--- config.mk ---
export PLATFORM = sky130hd
export DESIGN_NAME = bhp_port
export DESIGN_NICKNAME = d
export VERILOG_FILES = /design/src/bhp_port.v
export VERILOG_INCLUDE_DIRS = /design/src /design/src/src
export SDC_FILE = /design/constraint.sdc
export NUM_CORES = 1
export LEC_CHECK = 0
export BUFFER_PORTS_ARGS = -buffer_cell sky130_fd_sc_hd__buf_2
export CAP_MARGIN = 40
export CORE_MARGIN = 5
export CORE_UTILIZATION = 30
export CTS_CLUSTER_SIZE = 30
export DETAILED_ROUTE_END_ITERATION = 10
export HOLD_SLACK_MARGIN = 0.03
export PLACE_DENSITY_LB_ADDON = 0.15
export SYNTH_ARGS = -nofsm -noshare
export SYNTH_HDL_FRONTEND = slang
export SYNTH_SLANG_ARGS = --single-unit
--- constraint.sdc ---
create_clock -name clk -period 3.36 [get_ports clk]
set_input_delay 0.168 -clock clk [delete_from_list [all_inputs] [get_ports clk]]
set_output_delay 0.168 -clock clk [all_outputs]
set_load 0.02 [all_outputs]
--- src/bhp_map.vh ---
`ifndef BHP_MAP_VH
`define BHP_MAP_VH
`define BHP_SEL_CTRL      2'b00
`define BHP_SEL_DATA_INC  2'b01
`define BHP_SEL_ADDR      2'b10
`define BHP_SEL_DATA      2'b11
`define BHP_CTL_ORDER_BIT 0
`define BHP_CTL_PIRQ_BIT  1
`define BHP_CTL_HIRQ_BIT  2
`define BHP_CTL_XADDR_BIT 4
`define BHP_PIRQ_VECTOR   8'h64
`define BHP_PIRQ_FLAG_BIT 9
`define BHP_MEM_CYCLES    5
`define BHP_IRQ_CYCLES    3
`define BHP_ADDR_W        23
`endif

--- src/bhp_port.v ---
`timescale 1ns/1ps
`default_nettype none
`include "bhp_map.vh"

// write-word fifo: holds words bound for ram until the ram side takes them
module bhp_fifo #(
    parameter WIDTH = 39,
    parameter DEPTH = 32,
    parameter AW    = 5
) (
    // clock and reset
    input  wire             clk,
    input  wire             rst_n,
    // fill side
    input  wire             in_valid,
    output wire             in_ready,
    input  wire [WIDTH-1:0] in_data,
    // drain side
    output wire             out_valid,
    input  wire             out_ready,
    output wire [WIDTH-1:0] out_data
);
    reg [WIDTH-1:0] mem [0:DEPTH-1];
    reg [AW:0]      wptr_reg;
    reg [AW:0]      rptr_reg;
    wire            full  = (wptr_reg[AW] != rptr_reg[AW]) &&
                            (wptr_reg[AW-1:0] == rptr_reg[AW-1:0]);
    wire            empty = (wptr_reg == rptr_reg);

    assign in_ready  = ~full;
    assign out_valid = ~empty;
    assign out_data  = mem[rptr_reg[AW-1:0]];

    // storage write
    always @(posedge clk) begin
        if (in_valid && !full)
            mem[wptr_reg[AW-1:0]] <= in_data;
    end

    // pointers
    always @(posedge clk) begin
        if (!rst_n) begin
            wptr_reg <= {(AW+1){1'b0}};
            rptr_reg <= {(AW+1){1'b0}};
        end else begin
            if (in_valid && !full)
                wptr_reg <= wptr_reg + 1'b1;
            if (out_ready && !empty)
                rptr_reg <= rptr_reg + 1'b1;
        end
    end
endmodule // bhp_fifo

module bhp_port #(
    parameter MEM_CYCLES = `BHP_MEM_CYCLES,
    parameter IRQ_CYCLES = `BHP_IRQ_CYCLES
) (
    // clock and reset
    input  wire        clk,
    input  wire        rst_n,
    // host pins
    input  wire        port_chip_select_n,
    input  wire        host_strobe_n,
    input  wire [1:0]  access_type_select,
    input  wire        host_read_write,
    input  wire        byte_half_identifier,
    input  wire [7:0]  host_data_in,
    output reg  [7:0]  host_data_out,
    output reg         host_data_oe,
    output reg         port_ready_out,
    output reg         processor_to_host_irq_n,
    // processor side
    input  wire        cpu_ctl_wr,
    input  wire [15:0] cpu_ctl_wdata,
    output reg  [15:0] cpu_ctl_rdata,
    output reg         host_to_processor_irq,
    // on-chip ram port
    output reg         ram_req,
    output reg         ram_we,
    output reg  [22:0] ram_addr,
    output reg  [15:0] ram_wdata,
    input  wire        ram_ack,
    input  wire [15:0] ram_rdata
);
    localparam ST_IDLE = 2'd0;
    localparam ST_MEM  = 2'd1;
    localparam ST_IRQ  = 2'd2;

    // pin synchronisers
    reg  [1:0] cs_s1_reg, cs_s2_reg;
    reg  [1:0] stb_s1_reg, stb_s2_reg;
    reg  [1:0] sel_s1_reg, sel_s2_reg;
    reg        rw_s1_reg, rw_s2_reg, half_s1_reg, half_s2_reg;
    reg  [7:0] d_s1_reg, d_s2_reg;
    reg        stb_prev_reg;

    // port state
    reg        byte_order_select_reg;
    reg        extended_address_select_reg;
    reg        host_irq_bit_reg;
    reg [22:0] port_address_reg;
    reg [7:0]  latch_first_reg, latch_second_reg;
    reg [1:0]  state_reg;
    reg [3:0]  cnt_reg;
    reg        mem_done_reg;
    reg        pirq_req_reg;

    // fifo between the port and ram
    wire        fifo_in_ready, fifo_out_valid;
    wire [38:0] fifo_out_data;
    reg         fifo_in_valid;
    reg  [38:0] fifo_in_data;
    reg         fifo_out_ready;

    bhp_fifo #(.WIDTH(39), .DEPTH(32), .AW(5)) u_fifo (
        .clk       (clk),
        .rst_n     (rst_n),
        .in_valid  (fifo_in_valid),
        .in_ready  (fifo_in_ready),
        .in_data   (fifo_in_data),
        .out_valid (fifo_out_valid),
        .out_ready (fifo_out_ready),
        .out_data  (fifo_out_data)
    );

    // pick the byte to read according to half and order
    function [7:0] pick_byte;
        input       second;
        input       order;
        input [15:0] word;
        begin
            pick_byte = (second ^ order) ? word[7:0] : word[15:8];
        end
    endfunction

    wire        strobe_end = stb_s2_reg[0] & ~stb_prev_reg;    // rising edge of strobe_n
    wire        selected   = ~cs_s2_reg[0];
    wire        second     = half_s2_reg;
    wire [15:0] ctl_view   = {3'b000, extended_address_select_reg, 1'b0, host_irq_bit_reg,
                              1'b0, byte_order_select_reg,
                              3'b000, extended_address_select_reg, 1'b0, host_irq_bit_reg,
                              1'b0, byte_order_select_reg};

    // two-flop synchronisers on every host pin
    always @(posedge clk) begin
        if (!rst_n) begin
            cs_s1_reg <= 2'b11; cs_s2_reg <= 2'b11;
            stb_s1_reg <= 2'b11; stb_s2_reg <= 2'b11;
            sel_s1_reg <= 2'b00; sel_s2_reg <= 2'b00;
            rw_s1_reg <= 1'b1; rw_s2_reg <= 1'b1;
            half_s1_reg <= 1'b0; half_s2_reg <= 1'b0;
            d_s1_reg <= 8'h00; d_s2_reg <= 8'h00;
            stb_prev_reg <= 1'b1;
        end else begin
            cs_s1_reg <= {1'b1, port_chip_select_n}; cs_s2_reg <= cs_s1_reg;
            stb_s1_reg <= {1'b1, host_strobe_n | port_chip_select_n};
            stb_s2_reg <= stb_s1_reg;
            sel_s1_reg <= access_type_select; sel_s2_reg <= sel_s1_reg;
            rw_s1_reg <= host_read_write; rw_s2_reg <= rw_s1_reg;
            half_s1_reg <= byte_half_identifier; half_s2_reg <= half_s1_reg;
            d_s1_reg <= host_data_in; d_s2_reg <= d_s1_reg;
            stb_prev_reg <= stb_s2_reg[0];
        end
    end

    // fifo drain into ram, stalled until ram acknowledges
    always @* begin
        fifo_out_ready = ram_ack & ram_req & ram_we;
    end

    // host accesses, internal transfers and interrupt bits
    always @(posedge clk) begin
        if (!rst_n) begin
            byte_order_select_reg <= 1'b0;
            extended_address_select_reg <= 1'b0;
            host_irq_bit_reg <= 1'b0;
            port_address_reg <= 23'h000000;
            latch_first_reg <= 8'h00;
            latch_second_reg <= 8'h00;
            state_reg <= ST_IDLE;
            cnt_reg <= 4'h0;
            mem_done_reg <= 1'b0;
            pirq_req_reg <= 1'b0;
            fifo_in_valid <= 1'b0;
            fifo_in_data <= 39'h0;
            ram_req <= 1'b0;
            ram_we <= 1'b0;
            ram_addr <= 23'h000000;
            ram_wdata <= 16'h0000;
            host_to_processor_irq <= 1'b0;
        end else begin
            fifo_in_valid <= 1'b0;
            host_to_processor_irq <= 1'b0;
            // processor sets host irq; zero writes ignored
            if (cpu_ctl_wr && cpu_ctl_wdata[`BHP_CTL_HIRQ_BIT])
                host_irq_bit_reg <= 1'b1;
            // processor-interrupt bit from processor has no effect
            case (state_reg)
                ST_IDLE: begin
                    if (strobe_end && selected) begin
                        case (sel_s2_reg)
                            `BHP_SEL_CTRL: begin
                                if (!rw_s2_reg) begin
                                    byte_order_select_reg <= d_s2_reg[`BHP_CTL_ORDER_BIT];
                                    extended_address_select_reg <= d_s2_reg[`BHP_CTL_XADDR_BIT];
                                    if (d_s2_reg[`BHP_CTL_HIRQ_BIT] &&
                                        !(cpu_ctl_wr && cpu_ctl_wdata[`BHP_CTL_HIRQ_BIT]))
                                        host_irq_bit_reg <= 1'b0;
                                    if (second && d_s2_reg[`BHP_CTL_PIRQ_BIT])
                                        pirq_req_reg <= 1'b1;
                                    if (d_s2_reg[`BHP_CTL_PIRQ_BIT] ||
                                        d_s2_reg[`BHP_CTL_HIRQ_BIT]) begin
                                        state_reg <= ST_IRQ;
                                        cnt_reg <= 4'h0;
                                    end // plain writes keep ready high
                                end
                            end
                            `BHP_SEL_ADDR: begin
                                if (!rw_s2_reg) begin
                                    if (extended_address_select_reg)
                                        port_address_reg[22:16] <= d_s2_reg[6:0];
                                    else if (second ^ byte_order_select_reg)
                                        port_address_reg[7:0] <= d_s2_reg;
                                    else
                                        port_address_reg[15:8] <= d_s2_reg;
                                    if (second) begin
                                        state_reg <= ST_MEM; // prefetch
                                        ram_we <= 1'b0;
                                        cnt_reg <= 4'h0;
                                        mem_done_reg <= 1'b0;
                                    end
                                end
                            end
                            default: begin
                                if (!rw_s2_reg) begin
                                    if (second)
                                        latch_second_reg <= d_s2_reg;
                                    else
                                        latch_first_reg <= d_s2_reg;
                                end
                                if (second) begin
                                    state_reg <= ST_MEM;
                                    ram_we <= ~rw_s2_reg;
                                    cnt_reg <= 4'h0;
                                    mem_done_reg <= 1'b0;
                                    if (sel_s2_reg == `BHP_SEL_DATA_INC) begin
                                        // once per word, pre on write, post on read
                                        port_address_reg <= port_address_reg + 23'h000001;
                                    end
                                end
                            end
                        endcase
                    end
                end
                ST_MEM: begin
                    cnt_reg <= cnt_reg + 4'h1;
                    if (cnt_reg == 4'h0) begin
                        if (ram_we) begin
                            // word queued for ram, both latches as one
                            fifo_in_valid <= fifo_in_ready;
                            fifo_in_data <= {port_address_reg,
                                             latch_first_reg, latch_second_reg};
                            if (!fifo_in_ready)
                                cnt_reg <= 4'h0;
                        end else begin
                            ram_req <= 1'b1;
                            ram_addr <= port_address_reg;
                        end
                    end
                    if (!ram_we && ram_req && ram_ack) begin
                        ram_req <= 1'b0;
                        latch_first_reg <= ram_rdata[15:8];
                        latch_second_reg <= ram_rdata[7:0];
                        mem_done_reg <= 1'b1;
                    end
                    // done only once the queued word has left the fifo and ram took it
                    if (ram_we && cnt_reg != 4'h0 && !fifo_in_valid && !fifo_out_valid &&
                        !ram_req)
                        mem_done_reg <= 1'b1;
                    if (mem_done_reg && cnt_reg >= MEM_CYCLES - 1)
                        state_reg <= ST_IDLE; // at least five clocks
                end
                ST_IRQ: begin
                    cnt_reg <= cnt_reg + 4'h1;
                    if (pirq_req_reg) begin
                        host_to_processor_irq <= 1'b1; // pulse for flag bit nine, vector 64h
                        pirq_req_reg <= 1'b0;
                    end
                    if (cnt_reg >= IRQ_CYCLES - 1)
                        state_reg <= ST_IDLE;
                end
                default: state_reg <= ST_IDLE;
            endcase
            // ram write port fed from the fifo
            if (fifo_out_valid && !ram_req) begin
                ram_req <= 1'b1;
                ram_we <= 1'b1;
                ram_addr <= fifo_out_data[38:16];
                ram_wdata <= fifo_out_data[15:0];
            end else if (ram_we && ram_req && ram_ack) begin
                ram_req <= 1'b0;
            end
        end
    end

    // registered pin outputs
    always @(posedge clk) begin
        if (!rst_n) begin
            host_data_out <= 8'h00;
            host_data_oe <= 1'b0;
            port_ready_out <= 1'b1;
            processor_to_host_irq_n <= 1'b1;
            cpu_ctl_rdata <= 16'h0000;
        end else begin
            host_data_oe <= selected & ~stb_s2_reg[0] & rw_s2_reg;
            case (sel_s2_reg)
                `BHP_SEL_CTRL: host_data_out <= pick_byte(second, 1'b0, ctl_view);
                `BHP_SEL_ADDR: host_data_out <= pick_byte(second, byte_order_select_reg,
                                                          port_address_reg[15:0]);
                default:       host_data_out <= second ? latch_second_reg
                                                       : latch_first_reg;
            endcase
            // low during internal work, always high when not selected
            port_ready_out <= ~selected | (state_reg == ST_IDLE);
            processor_to_host_irq_n <= ~host_irq_bit_reg;
            cpu_ctl_rdata <= ctl_view; // processor-interrupt bit reads zero
        end
    end
endmodule // bhp_port
`default_nettype wire

==> summary.txt <==
Logic synthesis
  – Area leader, netlist: edfxtp_1
  – Synth cell types: 76
  – Async S/R FF share, synth: 0%
  – Synth warn: 0
  – Gate count of the mapped netlist: between 2000 and 3000
  – Synthesis-stage register bit count: around 1400
  – Leading register cell type out of synthesis: edfxtp_1
  – Post-synth top area share: between 60% and 70%
  – Fraction of the yosys area taken by sequential cells: around three quarters
  – Mean instance size in the synthesized netlist: 18.8 um^2
  – Top cells by area in the synthesized netlist: edfxtp_1 68%, mux4_2 10%, dfxtp_1 6.9%
  – EDFF count, synth: 1248
  – Cell area after synthesis: 0.0555 mm^2

Global routing
  – All-layer global routing usage: approximately 16%
  – Largest net degree at the start of global routing: 76
  – Antenna violations before repair: 4
  – Global-route wire length before repair: ~220 mm
  – Vias in the first global route: about 30000
  – Total overflow reported by the global router: 0

Worst hold path
  – Hold Path Sink: host_irq_bit_reg
  – Hold Crit Start: cpu_ctl_wr
  – Min-Delay Path Class: in -> reg
  – WHS Path Cells: 4

STA
  – Setup slack of the critical path after layout: between 0.4 and 0.5 ns
  – Number of max-slew violations in the final report: 0
  – Time the final worst path needs with I/O delays and setup: 2.94 ns
  – Worst hold slack: between 0.15 and 0.2 ns
  – Relative slew slack: 37.2%
  – Worst clock skew: 0.0255 ns
  – Slew at the pin closest to its max-slew limit: between 0.9 and 1 ns
  – Final Hold Vio Count: 0
  – Highest achievable clock rate: approximately 0.34 GHz
  – Total negative setup slack: 0 ns
  – Unrepaired setup endpoints after global routing: false
  – Final-report setup violation count: 0
  – Fraction of the cycle the final worst path needs: between 80% and 90%

Placed design
  – Post-placement worst setup slack: about 0.44 ns
  – Buffers on Ports: 93
  – Placer Congestion: ~0.76
  – HPWL Detailed: a little over 90 mm

Power
  – Power Density: about 560 mW/mm^2
  – Peak ir drop on the vdd network: 0.536 mV
  – Leakage: around 21 nW

Drt
  – Average detailed-routed wire length per instance: between 20 and 30 um
  – Final ANT Viol Nets: 0
  – Total number of vias: 29100
  – WL final: 159 mm
  – Via-per-instance ratio: about 5.0
  – DRC: 0
  – 1st-pass router iterations: 5
  – Detailed Route Iter0 Violations: between 2000 and 2500

Layout
  – Share of cells above drive strength 1: about a quarter
  – Post-Route Utilization: 36.0%
  – Layout net count: 3300
  – Layout Area Growth over Synthesis: 19.1%
  – Max reg flops: 1248

Floorplan
  – Core Area: about 0.18 mm^2
  – Chip Width: about 440 um
  – Die area: 0.194 mm^2
  – Initial cell density of the core: between 30% and 40%
  – Cell Rows: around 160
  – Die Span Y: 440 um
  – Number of top-level pins: approximately 120

Setup path
  – Max FO, Critical Path: 14
  – Data arrival time at the worst-slack endpoint: ~3.4 ns
  – Endpoint of the worst-slack reg-to-reg timing path: u_fifo.mem[1][0]
  – Depth of the most critical reg-to-reg path: 7
  – Kind of start point of the critical path: flop
  – Worst setup path class: reg -> reg
  – FF-to-FF setup slack: around 0.42 ns
  – Launching element of the worst setup path: u_fifo.wptr_reg[2]
  – Kind of capture point of the worst setup path: flop
  – Required arrival time at the worst endpoint: 3.80 ns
  – FF-to-FF Start: u_fifo.wptr_reg[2]

Clocking
  – Clock-pin slew on the worst setup and hold paths: around 0.060 ns
  – Buffer levels on the longest clock path: 3
  – CTS tree: yes
  – Total CTS buffers: about 160
  – Post-CTS setup buffer count: 0
  – Library cell used as clock root buffer: clkbuf_16
  – Sink Count: 1440
  – Number of H-tree levels: 4
  – Later-pin clock latency in the skew report: 0.79 ns

Run status
  – Run status: complete, no violations

Run
  – Max Cap Violations: 0
==> layout by cell type (no fill, tap or decap), types with 12 or more instances in the layout <==
cell type      count
dlygate4sd3_1     46
o221a_2           13
edfxtp_1        1248
clkbuf_16        165
clkinv_2          31
inv_1             16
dfxtp_1          188
clkinv_1          20
and2_1            27
mux2_2            49
buf_4             79
bufinv_16         12
ha_1              14
nor2_4            33
a221oi_1          21
mux2i_1          113
nand2_1          131
buf_2             93
a22oi_1           21
or4_1             23
clkbuf_1          40
buf_12            56
a21oi_1          102
and3_1            13
nand3_1           25
mux4_2           248
o21ai_0           75
buf_8             23
nor2_1            89
mux4_1            21
o22ai_1          112
==> layout make-up <==
| class | count | area [um^2] |
|---|---|---|
| Timing Repair Buffer | 303 | 3150 |
| Fill cell | 17000 | 117000 |
| Clock inverter | 78 | 723 |
| Sequential cell | 1440 | 41300 |
| Tap cell | 2464 | 3080 |
| Inverter | 17 | 65.1 |
| Clock buffer | 215 | 4420 |
| Antenna cell | 5 | 12.5 |
| Multi-Input combinational cell | 1315 | 13300 |
==> worst max path at each step <==
stage,endpoint,cells after the start
6_report,u_fifo.mem[1][0],7
5_1_grt,u_fifo.mem[1][0],7
4_1_cts,u_fifo.mem[1][0],7
3_5_place_dp,u_fifo.mem[1][2],7
3_3_place_gp,u_fifo.mem[1][8],7
2_1_floorplan,u_fifo.mem[29][0],5
==> cell usage after synthesis (all sizes together) (3+ instances only) <==
library cell	number
xor2	12
a211oi	11
nand3	26
dfxtp	192
and2	27
o22a	6
clkbuf	66
xnor2	5
o31ai	3
nor3	8
ha	14
nor4	4
mux2	49
mux4	269
mux2i	113
nor3b	6
nor2b	9
o211a	3
edfxtp	1248
o21ai	77
o221a	15
nand2b	14
or3	5
or4	23
and3	14
nand2	132
buf	124
inv	17
or2	5
a22oi	21
a221oi	21
a21oi	102
o21a	4
nand4	8
o311ai	14
a31oi	10
o22ai	112
a311oi	10
a22o	9
nor2	123
==> through the flow <==
| stage | instance area [um^2] | power [W] | std cells |
|---|---|---|---|
| 6_report | 66100 | 0.0368 | 5837 |
| 3_5_place_dp | 60200 | 0.0200 | 5478 |
| 2_1_floorplan | 55500 | 0.0198 | 2962 |
| 3_3_place_gp | 59900 | 0.0199 | 5463 |
| 5_1_grt | 66100 | 0.0380 | 5833 |
| 4_1_cts | 65800 | 0.0373 | 5817 |
==> critical path, cell delays in order (launching register included) <==
cell	delay, ns
dfxtp_1	0.55
xor2_1	0.30
nor4_4	0.13
a31oi_2	0.48
nand2_1	0.33
buf_4	0.29
nor2_4	0.17
buf_4	0.34
==> cells by family (layout without fill, tap and decap cells) <==
group,after synthesis,count (layout),share of synthesized area [%]
AOI/OAI and AO/OA,435,435,5.14
xor gates and xnor gates,17,17,0.282
adders and majority gates,14,14,0.316
buffers and inverters,207,613,2.17
DFF,1440,1440,74.5
muxes,431,431,14.1
other,1,15,0.00676
and+or+nand+nor,408,408,3.54
==> power breakdown <==
group          leakage, nW  switching, W  internal [W]  total (W)
Combinational         5.16      0.000232      0.000152   0.000384
Sequential            13.1     0.0000536        0.0192     0.0192
Clock                 2.52       0.00701        0.0101     0.0171
==> layer usage <==
layer / vias to the layer above / global-route usage, % / part of all wire, %
li1: 12600 / - / -
met5: - / 0 / 0
met1: 15500 / 22.0 / 44
met2: 753 / 27.4 / 49
met4: 0 / 4.00 / 1.9
met3: 187 / 2.59 / 4.7
==> what timing repair did <==
item	in CTS	in global routing
endpoints found under the hold margin	71	0
hold buffers	46	0
gates resized for setup	0	0
(Power assumes the default switching activity.)
